<file path="src/dsp_pkg.sv">
`default_nettype none
package dsp_pkg;
    // i/o port addresses
    localparam logic [15:0] DSP_ADDR_STATUS  = 16'h8000;
    localparam logic [15:0] DSP_ADDR_AUX     = 16'h8008;
    localparam logic [15:0] DSP_ADDR_DATA    = 16'h8028;
    localparam logic [15:0] DSP_ADDR_ID_LO   = 16'h8030;
    localparam logic [15:0] DSP_ADDR_ID_HI   = 16'h8038;
    // sync byte values
    localparam logic [7:0]  DSP_SYNC_STD     = 8'h19;
    localparam logic [7:0]  DSP_SYNC_AM_DATA = 8'hD9;
    // field sizes
    localparam int          DSP_WORD_BITS    = 16;
    localparam int          DSP_ID_BITS      = 32;
    localparam int          DSP_ECC_BITS     = 32;
    localparam logic [31:0] DSP_ECC_POLY     = 32'h0104C981;
    localparam logic [31:0] DSP_ECC_SEED     = 32'h00000000;
    // status word field positions
    localparam int          DSP_ST_TIMEOUT   = 7;
    localparam int          DSP_ST_NOCMP     = 6;
    localparam int          DSP_ST_BUSACK    = 5;
    localparam int          DSP_ST_FAULT     = 4;
    localparam int          DSP_ST_DSYNC     = 3;
    localparam int          DSP_ST_SEEKC     = 2;
    // bit-clock divider default
    localparam int          DSP_BIT_DIV      = 4;
endpackage
`default_nettype wire

</file>
<file path="src/dsp_core.sv">
// How it works
// RQ1 - read bits shift into 16-bit converter
// RQ2 - word strobe copies word to read buffer
// RQ3 - read of data port returns buffer
// RQ4 - sync byte precedes each id, data field
// RQ5 - sync 19h, d9h for marked data
// RQ6 - sync pattern flags active-low sync seen
// RQ7 - lock sets on next bit clock
// RQ8 - lock starts word clock, enables sequencing
// RQ9 - hold 32-bit target sector id
// RQ10 - processor loads id by two writes
// RQ11 - compare id bits after id sync
// RQ12 - id mismatch low on differing bit
// RQ13 - or mismatches, latch into status bit 6
// RQ14 - bit 6 high means wrong or bad
// RQ15 - append four-byte check on writes
// RQ16 - delayed transfer feeds generator and output
// RQ17 - check window sends generated bits out
// RQ18 - read check difference shifts into converter
// RQ19 - zero difference raises combined line high
// RQ20 - status reads drive bus lines 8-15
// RQ21 - status upper byte drive and board bits
// RQ22 - status lower byte controller bits
// RQ23 - auxiliary byte drive and option bits
// RQ24 - latched mismatch holds until next field
// RQ25 - written words load serializer on word clock
`default_nettype none
module dsp_core
    import dsp_pkg::*;
#(
    parameter int BIT_DIV = dsp_pkg::DSP_BIT_DIV
)(
    // clock and reset
    input  wire logic        sys_clk_i,
    input  wire logic        sys_rst_i,
    // processor i/o port
    input  wire logic [15:0] io_addr_i,
    input  wire logic        io_rd_i,
    input  wire logic        io_wr_i,
    input  wire logic [15:0] io_wdata_i,
    output logic      [15:0] internal_bus_lines_o,
    // sequencing control
    input  wire logic        read_gate_i,
    input  wire logic        write_transfer_n_i,
    input  wire logic        delayed_write_transfer_i,
    input  wire logic        ecc_window_i,
    input  wire logic        id_field_i,
    input  wire logic        addr_mark_mode_i,
    // drive serial lines and pins
    input  wire logic        serial_read_i,
    output logic             serial_write_stream_o,
    input  wire logic [7:0]  drive_status_i,
    input  wire logic [5:0]  ctrl_status_i,
    input  wire logic [5:0]  aux_status_i,
    // status to sequencing logic
    output logic             sync_locked_o,
    output logic             word_load_strobe_o,
    output logic             latched_mismatch_o
);
    import dsp_pkg::*;

    // ----------------------------------------
    // input synchronisers
    // ----------------------------------------
    logic [1:0] rd_sync;
    logic [7:0] drv_s1, drv_s2;
    logic [5:0] ctl_s1, ctl_s2, aux_s1, aux_s2;
    logic [4:0] seq_s1, seq_s2;
    logic       rd_bit;

    // pins cross in from the drive, two stages each
    always_ff @(posedge sys_clk_i)
    begin
        rd_sync <= {rd_sync[0], serial_read_i};
        drv_s1  <= drive_status_i;
        drv_s2  <= drv_s1;
        ctl_s1  <= ctrl_status_i;
        ctl_s2  <= ctl_s1;
        aux_s1  <= aux_status_i;
        aux_s2  <= aux_s1;
        seq_s1  <= {read_gate_i, write_transfer_n_i,
                    delayed_write_transfer_i, ecc_window_i, id_field_i};
        seq_s2  <= seq_s1;
    end
    assign rd_bit = rd_sync[1];

    logic rd_gate, wr_xfer_n, wr_dly, ecc_win, id_fld;
    assign rd_gate   = seq_s2[4];
    assign wr_xfer_n = seq_s2[3];
    assign wr_dly    = seq_s2[2];
    assign ecc_win   = seq_s2[1];
    assign id_fld    = seq_s2[0];

    // ----------------------------------------
    // bit shift clock enable
    // ----------------------------------------
    logic [$clog2(BIT_DIV)-1:0] div_cnt;
    logic                       bit_en;

    // one pulse per serial bit cell
    always_ff @(posedge sys_clk_i)
    begin
        if (sys_rst_i)
            div_cnt <= '0;
        else if (div_cnt == ($clog2(BIT_DIV))'(BIT_DIV - 1))
            div_cnt <= '0;
        else
            div_cnt <= div_cnt + 1'b1;
    end
    assign bit_en = (div_cnt == ($clog2(BIT_DIV))'(BIT_DIV - 1));

    // ----------------------------------------
    // shift converter and sync detect
    // ----------------------------------------
    logic [15:0] shift_converter;
    logic [15:0] read_buffer;
    logic [15:0] write_buffer;
    logic        sync_seen_n;
    logic        sync_locked;
    logic [3:0]  word_bit;
    logic        word_end;
    logic        ser_in;
    logic        ecc_diff;
    logic        writing;
    logic        lock_set;

    assign writing = ~wr_xfer_n;
    // the bit shifted in on the locking edge is already field data
    assign lock_set = bit_en && !sync_seen_n && rd_gate && !sync_locked;

    // read path: shift low byte compared against sync
    assign sync_seen_n =
        ~(shift_converter[7:0] == DSP_SYNC_STD ||
          (addr_mark_mode_i && !id_fld &&
           shift_converter[7:0] == DSP_SYNC_AM_DATA));      // RQ5 RQ6
    // first word bit lands on the lock edge, one before the count starts
    assign word_end = sync_locked && bit_en && (word_bit == 4'hE);

    // input to the converter: data, or check difference in window
    assign ser_in = ecc_win ? ecc_diff : rd_bit;            // RQ18

    // converter shifts msb first; write loads on word boundary, or on every bit cell while unlocked
    always_ff @(posedge sys_clk_i)
    begin
        if (sys_rst_i)
            shift_converter <= 16'h0000;
        else if (bit_en)
        begin
            if (writing && (word_end || !sync_locked))
                shift_converter <= write_buffer;            // RQ25
            else
                shift_converter <= {shift_converter[14:0], ser_in}; // RQ1
        end
    end

    // lock on the bit clock after sync seen; drops with the gates
    always_ff @(posedge sys_clk_i)
    begin
        if (sys_rst_i || (!rd_gate && wr_xfer_n))
            sync_locked <= 1'b0;
        else if (bit_en && !sync_seen_n && rd_gate)
            sync_locked <= 1'b1;                            // RQ7
    end

    // word clock only counts once locked, aligning words to data
    always_ff @(posedge sys_clk_i)
    begin
        if (sys_rst_i || !sync_locked)
            word_bit <= 4'h0;
        else if (bit_en)
            word_bit <= word_bit + 1'b1;                    // RQ8
    end

    // read buffer captures whole word at the strobe
    always_ff @(posedge sys_clk_i)
    begin
        if (sys_rst_i)
            read_buffer <= 16'h0000;
        else if (word_end && !writing)
            read_buffer <= {shift_converter[14:0], ser_in}; // RQ2
    end

    always_ff @(posedge sys_clk_i)
    begin
        if (sys_rst_i)
        begin
            word_load_strobe_o <= 1'b0;
            sync_locked_o      <= 1'b0;
        end
        else
        begin
            word_load_strobe_o <= word_end;
            sync_locked_o      <= sync_locked;                  // RQ8
        end
    end

    // ----------------------------------------
    // port decode and write side
    // ----------------------------------------
    logic        data_port_write_decode;
    logic        data_port_read_decode;
    logic        status_word_read_decode;
    logic        aux_status_read_decode;
    logic        id_load_strobe_first;
    logic        id_load_strobe_second;
    logic [31:0] target_id;

    always_comb
    begin
        data_port_write_decode  = 1'b0;
        data_port_read_decode   = 1'b0;
        status_word_read_decode = 1'b0;
        aux_status_read_decode  = 1'b0;
        id_load_strobe_first    = 1'b0;
        id_load_strobe_second   = 1'b0;
        if (io_addr_i == DSP_ADDR_DATA)
        begin
            data_port_write_decode = io_wr_i;
            data_port_read_decode  = io_rd_i;
        end
        else if (io_addr_i == DSP_ADDR_STATUS)
            status_word_read_decode = io_rd_i;
        else if (io_addr_i == DSP_ADDR_AUX)
            aux_status_read_decode = io_rd_i;
        else if (io_addr_i == DSP_ADDR_ID_LO)
            id_load_strobe_first = io_wr_i;
        else if (io_addr_i == DSP_ADDR_ID_HI)
            id_load_strobe_second = io_wr_i;
    end

    // write buffer only meaningful while transfer is active
    always_ff @(posedge sys_clk_i)
    begin
        if (sys_rst_i)
            write_buffer <= 16'h0000;
        else if (data_port_write_decode && writing)
            write_buffer <= io_wdata_i;                     // RQ25
    end

    // target id: first write high half, second low half
    always_ff @(posedge sys_clk_i)
    begin
        if (sys_rst_i)
            target_id <= 32'h0000_0000;
        else if (id_load_strobe_first)
            target_id[31:16] <= io_wdata_i;                 // RQ9 RQ10
        else if (id_load_strobe_second)
            target_id[15:0] <= io_wdata_i;                  // RQ9
    end

    // ----------------------------------------
    // id compare
    // ----------------------------------------
    logic [31:0] id_shift;
    logic [5:0]  id_cnt;
    logic        id_mismatch_n;
    logic        id_active;

    assign id_active = (sync_locked || lock_set) && id_fld && !ecc_win
                       && !writing;

    // copy reloaded while unlocked so each new field starts fresh
    always_ff @(posedge sys_clk_i)
    begin
        if (sys_rst_i)
        begin
            id_shift      <= 32'h0000_0000;
            id_cnt        <= 6'd0;
            id_mismatch_n <= 1'b1;
        end
        else if (!sync_locked && !lock_set)
        begin
            id_shift      <= target_id;
            id_cnt        <= 6'd0;
            id_mismatch_n <= 1'b1;
        end
        else if (bit_en && id_active && id_cnt != 6'(DSP_ID_BITS))
        begin
            id_shift <= {id_shift[30:0], 1'b0};             // RQ11
            id_cnt   <= id_cnt + 1'b1;
            if (id_shift[31] != rd_bit)
                id_mismatch_n <= 1'b0;                      // RQ12
        end
    end

    // ----------------------------------------
    // check code generator
    // ----------------------------------------
    logic [31:0] ecc_reg;
    logic        ecc_fb;
    logic        ecc_data_bit;
    logic        check_mismatch_n;
    logic        combined_mismatch_n;
    logic        serial_out;

    assign ecc_data_bit = writing ? (shift_converter[15] & wr_dly) : rd_bit;
    assign ecc_fb   = ecc_reg[31] ^ ecc_data_bit;
    assign ecc_diff = ecc_reg[31] ^ rd_bit;

    // lfsr runs over the field, then shifts out in the window
    always_ff @(posedge sys_clk_i)
    begin
        if (sys_rst_i || !(sync_locked || lock_set))
            ecc_reg <= DSP_ECC_SEED;
        else if (bit_en && ecc_win)
            ecc_reg <= {ecc_reg[30:0], 1'b0};               // RQ15
        else if (bit_en && (wr_dly || !writing))
            ecc_reg <= {ecc_reg[30:0], 1'b0}
                       ^ (ecc_fb ? DSP_ECC_POLY : 32'h0);   // RQ16 RQ18
    end

    // any differing check bit in the window marks a mismatch
    always_ff @(posedge sys_clk_i)
    begin
        if (sys_rst_i || !sync_locked)
            check_mismatch_n <= 1'b1;
        else if (bit_en && ecc_win && !writing && ecc_diff)
            check_mismatch_n <= 1'b0;                       // RQ19
    end

    assign combined_mismatch_n = id_mismatch_n & check_mismatch_n; // RQ13

    // mismatch reloaded every cycle of the locked window; held until the next locked window
    always_ff @(posedge sys_clk_i)
    begin
        if (sys_rst_i)
            latched_mismatch_o <= 1'b0;
        else if (sync_locked && ecc_win && !writing)
            latched_mismatch_o <= ~combined_mismatch_n;     // RQ13 RQ24
    end

    // sync byte leads each field through the data path
    assign serial_out = ecc_win ? ecc_reg[31]               // RQ17
                      : (shift_converter[15] & wr_dly);     // RQ4 RQ16

    always_ff @(posedge sys_clk_i)
    begin
        if (sys_rst_i)
            serial_write_stream_o <= 1'b0;
        else
            serial_write_stream_o <= writing ? serial_out : 1'b0;
    end

    // ----------------------------------------
    // status and read mux
    // ----------------------------------------
    logic [15:0] status_word;
    logic [15:0] aux_word;

    always_comb
    begin
        status_word = {drv_s2, 8'h00};                      // RQ21
        status_word[DSP_ST_TIMEOUT] = ctl_s2[5];            // RQ22
        status_word[DSP_ST_NOCMP]   = latched_mismatch_o;   // RQ14
        status_word[DSP_ST_BUSACK]  = ctl_s2[3];
        status_word[DSP_ST_FAULT]   = ctl_s2[2];
        status_word[DSP_ST_DSYNC]   = ctl_s2[1];
        status_word[DSP_ST_SEEKC]   = ctl_s2[0];
        aux_word = {aux_s2, 2'b00, 8'h00};                  // RQ23
    end

    // status drive byte sits on bus lines 8-15, controller byte on lines 0-7
    always_ff @(posedge sys_clk_i)
    begin
        if (sys_rst_i)
            internal_bus_lines_o <= 16'h0000;
        else if (data_port_read_decode)
            internal_bus_lines_o <= read_buffer;            // RQ3
        else if (status_word_read_decode)
            internal_bus_lines_o <= status_word;            // RQ20
        else if (aux_status_read_decode)
            internal_bus_lines_o <= aux_word;               // RQ20
        else
            internal_bus_lines_o <= 16'h0000;
    end
endmodule
`default_nettype wire

</file>
<file path="config.mk">
export PLATFORM = sky130hd
export DESIGN_NAME = dsp_core
export DESIGN_NICKNAME = d
export VERILOG_FILES = /design/src/dsp_pkg.sv /design/src/dsp_core.sv
export SDC_FILE = /design/constraint.sdc
export NUM_CORES = 1
export LEC_CHECK = 0
export ABC_CLOCK_PERIOD_IN_PS = 2000
export BUFFER_PORTS_ARGS = -buffer_cell sky130_fd_sc_hd__buf_4
export CAP_MARGIN = 20
export CORE_MARGIN = 1
export CORE_UTILIZATION = 58
export DETAILED_ROUTE_END_ITERATION = 10
export PLACE_DENSITY = 0.89
export SLEW_MARGIN = 40
export SYNTH_ARGS = -nofsm -noshare
export SYNTH_HDL_FRONTEND = slang
export SYNTH_SLANG_ARGS = --single-unit
</file>
<file path="constraint.sdc">
create_clock -name sys_clk_i -period 2 [get_ports sys_clk_i]
set_input_delay 0.3 -clock sys_clk_i [delete_from_list [all_inputs] [get_ports sys_clk_i]]
set_output_delay 0.3 -clock sys_clk_i [all_outputs]
set_load 0.02 [all_outputs]
</file>
# Yosys cells after proc, flatten, opt, wreduce, memory -nomap -nowiden
# Index checks and enable logic that the tools add are counted.
# classes
add_sub_neg,3
reduce_logical,44
n_mux,28
n_eq_ne,11
bitwise,8
# ops
op,n
$mux W32,4
$eq A16 B16 Y1 const B,5
$mux W16,4
$xor A32 B25 Y32,1
$mux W25,1
$logic_and A1 B1 Y1,23
$mux W1,19
$eq A8 B5 Y1 const B,1
$eq A8 B8 Y1 const B,1
$reduce_or A2 Y1,4
$logic_or A1 B1 Y1,7
$add A6 B1 Y6 const B,1
$logic_not A1 Y1,6
$ne A6 B6 Y1 const B,1
$add A4 B1 Y4 const B,1
$eq A4 B4 Y1 const B,1
$reduce_and A2 Y1,2
$reduce_bool A2 Y1,2
$not A1 Y1,3
$add A2 B1 Y2 const B,1
$and A1 B1 Y1,2
$eq A2 B2 Y1 const B,1
$xor A1 B1 Y1,2
$ne A1 B1 Y1,1
# totals
reg_bits,231
out_inout_bits,20
input_bits,63
elab_cells,122

# Longest topological paths before layout
# Gate-level depths: netlist (run 1).
# logic_depth
depth_word,15
mapped_depth,8

# Least setup slack after synthesis (run 1)
# OpenSTA, ideal clock, no wires.
# synth_path
path_type,input-to-reg
from,input io_addr_i[1]
to,register write_buffer[10]
setup_slack_ns,0.170
setup_ns,0.132
n_path_buf,2
t_required_ns,1.868
cell_stages,6
t_arrival_ns,1.698
path_cell_list,or4_4 or4_1 buf_2 buf_6 o21ai_1 a21oi_1
# synth_via
elab_chain_len,3
# synth_lines
item,line,rtl
start: declaration,dsp_core.sv:37,"input wire logic [15:0] io_addr_i,"
$eq A16 B16 Y1,dsp_core.sv:216,if (io_addr_i == DSP_ADDR_DATA)
$mux W1,dsp_core.sv:216,
$logic_and A1 B1 Y1,dsp_core.sv:236,else if (data_port_write_decode && writing)
end signal: assignment,dsp_core.sv:237,write_buffer <= io_wdata_i;
end: declaration,dsp_core.sv:117,logic [15:0] write_buffer;
# No other way between the ends.
# A chain may end at the register's enable or synchronous reset.

# Worst setup path after layout (run 1)
# layout_path
from,register div_cnt[0]
to,register shift_converter[9]
# layout_via
elab_chain_len,6
# layout_lines
item,line,rtl
start: declaration,dsp_core.sv:97,logic [$clog2(BIT_DIV)-1:0] div_cnt;
start signal: assignment,dsp_core.sv:108,div_cnt <= div_cnt + 1'b1;
$eq A2 B2 Y1 *,dsp_core.sv:110,assign bit_en = (div_cnt == ($clog2(BIT_DIV))'(BIT_DIV - 1));
$logic_and A1 B1 Y1 (2 in series),dsp_core.sv:137,assign word_end = sync_locked && bit_en && (word_bit == 4'hE);
$logic_or A1 B1 Y1,dsp_core.sv:149,if (writing && (word_end || !sync_locked))
$logic_and A1 B1 Y1,dsp_core.sv:149,
$mux W16,dsp_core.sv:149,
end signal: assignment,dsp_core.sv:150,shift_converter <= write_buffer;
end signal: assignment,dsp_core.sv:152,"shift_converter <= {shift_converter[14:0], ser_in};"
end: declaration,dsp_core.sv:115,logic [15:0] shift_converter;
# Every way passes the cells marked *; elsewhere a longest branch is shown, timed or not.

==> results.rst, run 1 <==
.. list-table::
   :header-rows: 1

   * - Metric
     - Value
   * - Status
     - complete, no violations
   * - IO Port Bufs
     - 81
   * - Final worst slack
     - 40.1 ps
   * - Distinct cell type count after synthesis
     - 45
   * - Element type at the critical path end
     - flip-flop
   * - Hold Path Cell Cnt
     - 3
   * - Later-pin clock latency in the skew report
     - 500 ps
   * - Total power density per cell area
     - around 950 nW/um^2
   * - Worst-margin pin slew
     - slightly above 600 ps
   * - Number of clock sinks
     - roughly 230
   * - CTS max path bufs
     - 3
   * - Average vias per placed instance
     - 6.04
   * - Switching Fraction
     - between 20% and 30%
   * - Sum of routed wire length over all layers
     - 20.8 mm
   * - Worst slew margin relative to its limit
     - a little under 60%
   * - WHS Endpoint
     - target_id[9]
   * - DRT Pass-1 Iters
     - 6
   * - Final setup TNS
     - 0 ps
   * - Tightest Hold Check Type
     - input port to flip-flop
   * - Fill cell instance count of the final layout
     - between 900 and 1000
   * - Post-route minimum period
     - a little under 2000 ps
   * - Peak supply drop
     - 0.773 mV
   * - Max Clock Freq
     - 0.510 GHz
   * - H-tree lvl count
     - 1
   * - Final number of setup-violating endpoints
     - 0
   * - Relative contribution of sequential cells to total power
     - 47.4%
   * - Register area share after synthesis
     - a little over half
   * - Antenna violations before repair
     - 0
   * - Area share of the leading cell type in the synthesized netlist
     - approximately 55%
   * - Die footprint
     - 15000 sq um
   * - Avg Inst Size Synth
     - about 9 sq um
   * - Initial Util
     - about three fifths
   * - Starting DRC count in detailed routing
     - 763
   * - Max Fanout on Critical Path
     - 15
   * - Final Instance Area
     - roughly 10000 sq um
   * - Async set-or-reset flop fraction in the synthesized netlist
     - 0%
   * - Reg2reg setup slack
     - 40 ps
   * - Prevailing post-synth register cell
     - sky130_fd_sc_hd__dfxtp_1
   * - Setup repair after global routing missed its margin
     - false
   * - Cell area reported after detailed placement
     - about 9300 sq um
   * - Global-route wire length before repair
     - 33.8 mm
   * - Number of top-level pins
     - 83
   * - Synth-to-Final Area Change
     - 24.3%
   * - Max-capacitance violation count
     - 0
   * - Area occupied by multi-input gates
     - 3450 sq um
   * - CTS tree
     - yes
   * - Number of enable-type register cells in the synthesized netlist
     - 0
   * - Count of antenna diodes in the layout
     - 0
   * - Average routed wire per standard cell
     - 16.8 um
   * - Total chip power
     - 0.00990 W
   * - Cells on worst reg2reg path
     - 6
   * - Startpoint-to-endpoint class of the critical path
     - flip-flop to flip-flop
   * - Crit path arrival time
     - 2350 ps
   * - Hold wc startpoint
     - io_wdata_i[9]
   * - Clock Pin Slew Worst Setup and Hold Paths
     - 60 ps
   * - Combinational fraction of design power
     - approximately 4.4%
   * - Total CTS buffers
     - 23
   * - Num rows
     - 43
   * - Reg2Reg Launch Point
     - div_cnt[0]
   * - Gate count of the mapped netlist
     - 951
   * - Total core area
     - roughly 14000 sq um
   * - Reg-to-Reg End
     - shift_converter[9]
   * - Cell area after synthesis
     - 8400 sq um
   * - Worst clock skew on the final layout
     - about 7.3 ps
   * - Largest area contributor in the netlist
     - sky130_fd_sc_hd__dfxtp_1
   * - Overall overflow remaining after global route
     - 0
   * - Synthesis Warnings
     - 0
   * - Final layout net count
     - 1109
   * - Placed wire-length estimate
     - about 12 mm
   * - Detail Route Antenna Nets
     - 0
   * - Die height
     - 122 um
   * - Final weighted congestion in routability-driven placement
     - 0.835
   * - Total via count after detailed routing
     - 7470
   * - Power spent charging and discharging nets
     - 0.00200 W
   * - Max Transition Viols Final
     - 0
   * - Worst setup slack after placement
     - 3.22 ps
   * - Via count of the first global-routing pass
     - ~7000
   * - Cell at the root of the clock tree
     - sky130_fd_sc_hd__clkbuf_16
   * - Share of post-route cells with drive strength above 1
     - approximately 17%
   * - Total routing resource utilization after global routing
     - 28.2%
   * - Number of hold violations in the final report
     - 0
   * - Startpoint Class
     - flip-flop
   * - Internal power
     - 0.00791 W
   * - Leading post-synthesis cells by cell area
     - sky130_fd_sc_hd__dfxtp_1, sky130_fd_sc_hd__nand2_1, sky130_fd_sc_hd__a21oi_1
   * - DRC violations left
     - 0
   * - Flop and latch count out of synthesis
     - roughly 230
   * - Clock group share of total power
     - 48.2%
   * - Finished Core Util
     - 74.7%
   * - Pin count of the biggest net entering global routing
     - 58
   * - Synthesized netlist net count
     - 1019
   * - Data required, critical path
     - 2390 ps
   * - Leak Pwr
     - approximately 3.6 nW
   * - Fraction of the cycle the final worst path needs
     - 98.0%
   * - Die width
     - 122 um
   * - Register Area
     - ~4600 sq um
[worst max-delay path, cell delays in order, from the launching register on]
cell	delay, ps
sky130_fd_sc_hd__dfxtp_1	360
sky130_fd_sc_hd__ha_2	310
sky130_fd_sc_hd__nand4_1	260
sky130_fd_sc_hd__a21oi_2	250
sky130_fd_sc_hd__buf_4	230
sky130_fd_sc_hd__nand2_1	120
sky130_fd_sc_hd__a311oi_1	320
[cell type report]
type	count	share of cell area, %
Sequential cell	229	43.9
Multi-Input combinational cell	626	33.0
Timing Repair Buffer	142	12.0
Clock buffer	31	6.28
Tap cell	180	2.16
Clock inverter	10	1.94
Inverter	19	0.683
[layer usage]
layer / vias up / GRT usage, % / share of wire [%]
met2: 377 / 47.0 / 48
met3: 63 / 5.99 / 9.5
met1: 3527 / 35.4 / 39
li1: 3503 / - / -
met5: - / 0 / 0
met4: 0 / 11.1 / 3.2
[worst max path at each step]
stage | start | endpoint | slack (ps)
floorplan | io_addr_i[1] | write_buffer[10] | 170
global placement | io_addr_i[1] | write_buffer[15] | 110
detailed placement | div_cnt[0] | shift_converter[9] | 3
CTS | div_cnt[0] | shift_converter[9] | 50
global route | div_cnt[0] | shift_converter[9] | 20
finish | div_cnt[0] | shift_converter[9] | 40
[cells in the mapped netlist (4+ instances only)]
cell type                    n
sky130_fd_sc_hd__nor2_1     43
sky130_fd_sc_hd__o211ai_1    8
sky130_fd_sc_hd__nand2b_1    4
sky130_fd_sc_hd__buf_2      16
sky130_fd_sc_hd__and3_1     10
sky130_fd_sc_hd__o21ai_0    24
sky130_fd_sc_hd__nand3_1    60
sky130_fd_sc_hd__nand2_1   181
sky130_fd_sc_hd__ha_1        5
sky130_fd_sc_hd__dfxtp_1   229
sky130_fd_sc_hd__clkbuf_1   57
sky130_fd_sc_hd__a211oi_1    6
sky130_fd_sc_hd__a22o_1      8
sky130_fd_sc_hd__and4b_1     4
sky130_fd_sc_hd__o21ai_1    27
sky130_fd_sc_hd__xnor2_1    16
sky130_fd_sc_hd__inv_1      19
sky130_fd_sc_hd__a21oi_1   101
sky130_fd_sc_hd__a211oi_2    7
sky130_fd_sc_hd__nor3_1     42
sky130_fd_sc_hd__a311oi_1   47
[metrics by stage]
stage,hold WS (ps),instances
2_1_floorplan,310,951
3_3_place_gp,311,1170
3_5_place_dp,312,1170
4_1_cts,78.3,1236
5_1_grt,94.4,1237
6_report,89.7,1237
[layout by cell type (no fill, tap or decap), drive strengths merged, types with 4 or more instances in the layout]
cell         instances
o21ai               51
a22o                 8
bufinv               6
a21oi              101
nor2                44
and3                10
ha                   5
o211ai               8
a211oi              13
dfxtp              229
dlygate4sd3         25
nand3               60
a311oi              47
clkbuf              31
nand2              181
buf                117
nand2b               4
inv                 19
and4b                4
nor3                42
xnor2               16
[power groups by stage]
| stage | sequential, W | clock (W) | combinational [W] |
|---|---|---|---|
| global placement | 0.00479 | 0 | 0.000364 |
| floorplan | 0.00477 | 0 | 0.000193 |
| global route | 0.00470 | 0.00502 | 0.000464 |
| finish | 0.00469 | 0.00478 | 0.000433 |
| CTS | 0.00469 | 0.00482 | 0.000421 |
| detailed placement | 0.00479 | 0 | 0.000374 |
[logic make-up (layout without fill, tap and decap cells)]
group | after synthesis | in the layout | share of synthesized area [%]
and+or+nand+nor | 369 | 369 | 20.2
AOI/OAI and AO/OA | 234 | 234 | 17.9
DFF | 229 | 229 | 54.6
buffers and inverters | 96 | 202 | 4.71
xor gates and xnor gates | 18 | 18 | 1.88
adders and majority gates | 5 | 5 | 0.745
[repair_timing]
item / 4_1_cts / 5_1_grt
setup buffers: 0 / 1
resized for setup: 2 / 2
hold buffers: 25 / 0
endpoints found under the hold margin: 25 / 0
endpoints found under the setup margin: 2 / 3
Power figures use the tool's default switching activity.
==> run 2: changes to the inputs <==
- BUFFER_PORTS_ARGS: -buffer_cell sky130_fd_sc_hd__buf_4 -> unset
- CORE_UTILIZATION: 58 -> 62
- DONT_BUFFER_PORTS: unset -> 1
==> results.rst, run 2 (synthesized netlist as in run 1, its figures left out) <==
.. list-table::
   :header-rows: 1

   * - Metric
     - Value
   * - Num rows
     - between 40 and 50
   * - Crit path cell chain
     - or4_4 -> or4_1 -> buf_4 -> o21ai_1 -> a21oi_1 -> dlygate4sd3_1
   * - Synth-to-Final Area Change
     - 20.2%
   * - Crit path arrival time
     - 2360 ps
   * - Data required, critical path
     - 2390 ps
   * - Detail Route Antenna Nets
     - 0
   * - Clock Pin Slew Worst Setup and Hold Paths
     - 60 ps
   * - Hold wc startpoint
     - sys_rst_i
   * - Final setup TNS
     - 0 ps
   * - Share of post-route cells with drive strength above 1
     - 9.06%
   * - Max Transition Viols Final
     - 0
   * - Slowest cell on the critical path
     - sky130_fd_sc_hd__dlygate4sd3_1
   * - GR peak layer
     - met2
   * - Total chip power
     - 0.00911 W
   * - WHS Endpoint
     - shift_converter[0]
   * - H-tree lvl count
     - 1
   * - CTS max path bufs
     - 3
   * - Average routed wire per standard cell
     - 17.7 um
   * - Reg2reg setup slack
     - 30 ps
   * - Starting DRC count in detailed routing
     - around 900
   * - Leading cell type in the layout, fill and taps excluded
     - sky130_fd_sc_hd__dfxtp_1
   * - Reg-to-Reg End
     - write_buffer[14]
   * - Worst-margin pin slew
     - roughly 540 ps
   * - Clock group share of total power
     - 44.8%
   * - Most frequent cells in the layout
     - sky130_fd_sc_hd__dfxtp_1, sky130_fd_sc_hd__nand2_1, sky130_fd_sc_hd__a21oi_1, sky130_fd_sc_hd__dlygate4sd3_1, sky130_fd_sc_hd__nand3_1
   * - Status
     - complete, no violations
   * - Total routing resource utilization after global routing
     - 29.7%
   * - Fraction of the cycle the final worst path needs
     - 98.7%
   * - Tightest Hold Check Type
     - input port to flip-flop
   * - Number of clock sinks
     - 229
   * - Internal power
     - 0.00719 W
   * - Switching Fraction
     - between 20% and 30%
   * - Die footprint
     - roughly 14000 sq um
   * - Overall overflow remaining after global route
     - 0
   * - Final weighted congestion in routability-driven placement
     - 0.845
   * - Met1 Usage GRT
     - 36.9%
   * - Pin count of the biggest net entering global routing
     - 93
   * - Dominant delay contributor by cell family on the critical path
     - simple AND/OR/NAND/NOR gates
   * - Relative contribution of sequential cells to total power
     - 51.5%
   * - Startpoint Class
     - input port
   * - Maximum single-stage delay on the critical path
     - 560 ps
   * - Reg2Reg Launch Point
     - seq_s2[3]
   * - Max Clock Freq
     - 0.506 GHz
   * - Number of hold violations in the final report
     - 0
   * - Final number of setup-violating endpoints
     - 0
   * - Peak supply drop
     - 0.870 mV
   * - Total CTS buffers
     - 22
   * - IO Port Bufs
     - 0
   * - Number of buffers and inverters on the critical path
     - 2
   * - Hold Path Cell Cnt
     - 3
   * - Startpoint-to-endpoint class of the critical path
     - input port to flip-flop
   * - Leak Pwr
     - around 3.4 nW
   * - Power spent charging and discharging nets
     - 0.00192 W
   * - Max-capacitance violation count
     - 0
   * - DRT Pass-1 Iters
     - 5
   * - Cells on worst reg2reg path
     - 6
   * - Initial Util
     - 63.4%
   * - Die height
     - 118 um
   * - Number of top-level pins
     - 83
   * - Die width
     - 118 um
   * - Cell at the root of the clock tree
     - sky130_fd_sc_hd__clkbuf_16
   * - Antenna violations before repair
     - 2
   * - Worst slew margin relative to its limit
     - between 60 and 70%
   * - Global-route wire length before repair
     - approximately 34 mm
   * - Average vias per placed instance
     - 6.22
   * - Sum of routed wire length over all layers
     - 21.1 mm
   * - Combinational fraction of design power
     - 3.7%
   * - CTS tree
     - yes
   * - Worst clock skew on the final layout
     - ~7.7 ps
   * - DRC violations left
     - 0
   * - Later-pin clock latency in the skew report
     - ~500 ps
   * - Final layout net count
     - 1068
   * - Max Fanout on Critical Path
     - 16
   * - Total via count after detailed routing
     - 7415
   * - Via count of the first global-routing pass
     - 7014
   * - Element type at the critical path end
     - flip-flop
   * - Global-route met2 utilization
     - between 40 and 50%
   * - Total core area
     - approximately 13000 sq um
   * - Placed wire-length estimate
     - 11.5 mm
   * - Met3 usage
     - 6.66%
   * - Fill cell instance count of the final layout
     - 842
   * - Total power density per cell area
     - 903 nW/um^2
   * - Post-route minimum period
     - 1970 ps
## run 2: changes by cell type in the layout (fill, tap and decap cells not counted), sizes merged
cell	previous run	this run
buf	117	33
dlygate4sd3	25	69
bufinv	6	0
clkbuf	31	35
clkinv	3	4
diode	0	1
## run 2: final cells by class
cell class / count / area (sq um) / share of cell area, %
timing repair buffer: 102 / 1040 / 10.3
antenna: 1 / 2.50 / 0.0248
multi-input combinational: 626 / 3450 / 34.2
clock buffer: 35 / 701 / 6.94
tap: 176 / 220 / 2.18
inverter: 19 / 71.3 / 0.707
clock inverter: 5 / 27.5 / 0.273
sequential: 229 / 4590 / 45.4
## run 2: worst register-to-register path: stages, from the launching register on
cell and delay [ps]:
sky130_fd_sc_hd__dfxtp_2 370, sky130_fd_sc_hd__buf_4 190, sky130_fd_sc_hd__and4b_1 280, sky130_fd_sc_hd__buf_6 170
sky130_fd_sc_hd__nand3_1 130, sky130_fd_sc_hd__a21oi_1 200, sky130_fd_sc_hd__dlygate4sd3_1 570
## run 2: metal layers
layer	vias up	wire length, um
li1	3426	-
met1	3490	8190
met2	433	10000
met3	64	2250
met4	2	635
met5	-	13
## run 2: metrics by stage
stage               std cells  worst slack [ps]  instance area [sq um]  util, %  hold WS [ps]
floorplan                 951               170                   8400        -           310
global placement         1080               198                   8610     65.0           312
detailed placement       1080              79.0                   8610     65.0           312
CTS                      1190              65.5                  10100     75.9          9.57
global route             1193             -48.6                  10100     76.2          33.9
finish                   1193              25.5                  10100     76.2          29.6
## run 2: worst max path at each step
| stage | from | end | slack, ps | depth (start not counted) |
|---|---|---|---|---|
| 2_1_floorplan | io_addr_i[1] | write_buffer[10] | 170 | 6 |
| 3_5_place_dp | id_cnt[0] | id_shift[10] | 80 | 7 |
| 5_1_grt | seq_s2[3] | write_buffer[14] | -50 | 6 |
| 3_3_place_gp | io_addr_i[1] | write_buffer[15] | 200 | 5 |
| 4_1_cts | seq_s2[3] | write_buffer[8] | 70 | 6 |
| 6_report | io_addr_i[1] | write_buffer[14] | 30 | 6 |
## run 2: power groups by stage
stage,registers [W],logic [W],clock network (W)
final,0.00469,0.000334,0.00408
after detailed placement,0.00479,0.000210,0
after global placement,0.00479,0.000203,0
after floorplan,0.00477,0.000193,0
after global routing,0.00470,0.000356,0.00431
after CTS,0.00469,0.000323,0.00412
## run 2: timing repair
| item | 4_1_cts | 5_1_grt |
|---|---|---|
| setup endpoints to repair | 2 | 37 |
| setup buffers | 0 | 2 |
| hold buffers | 70 | 0 |
| endpoints found under the hold margin | 147 | 0 |
| pin swaps | 0 | 1 |
| resized for setup | 1 | 4 |
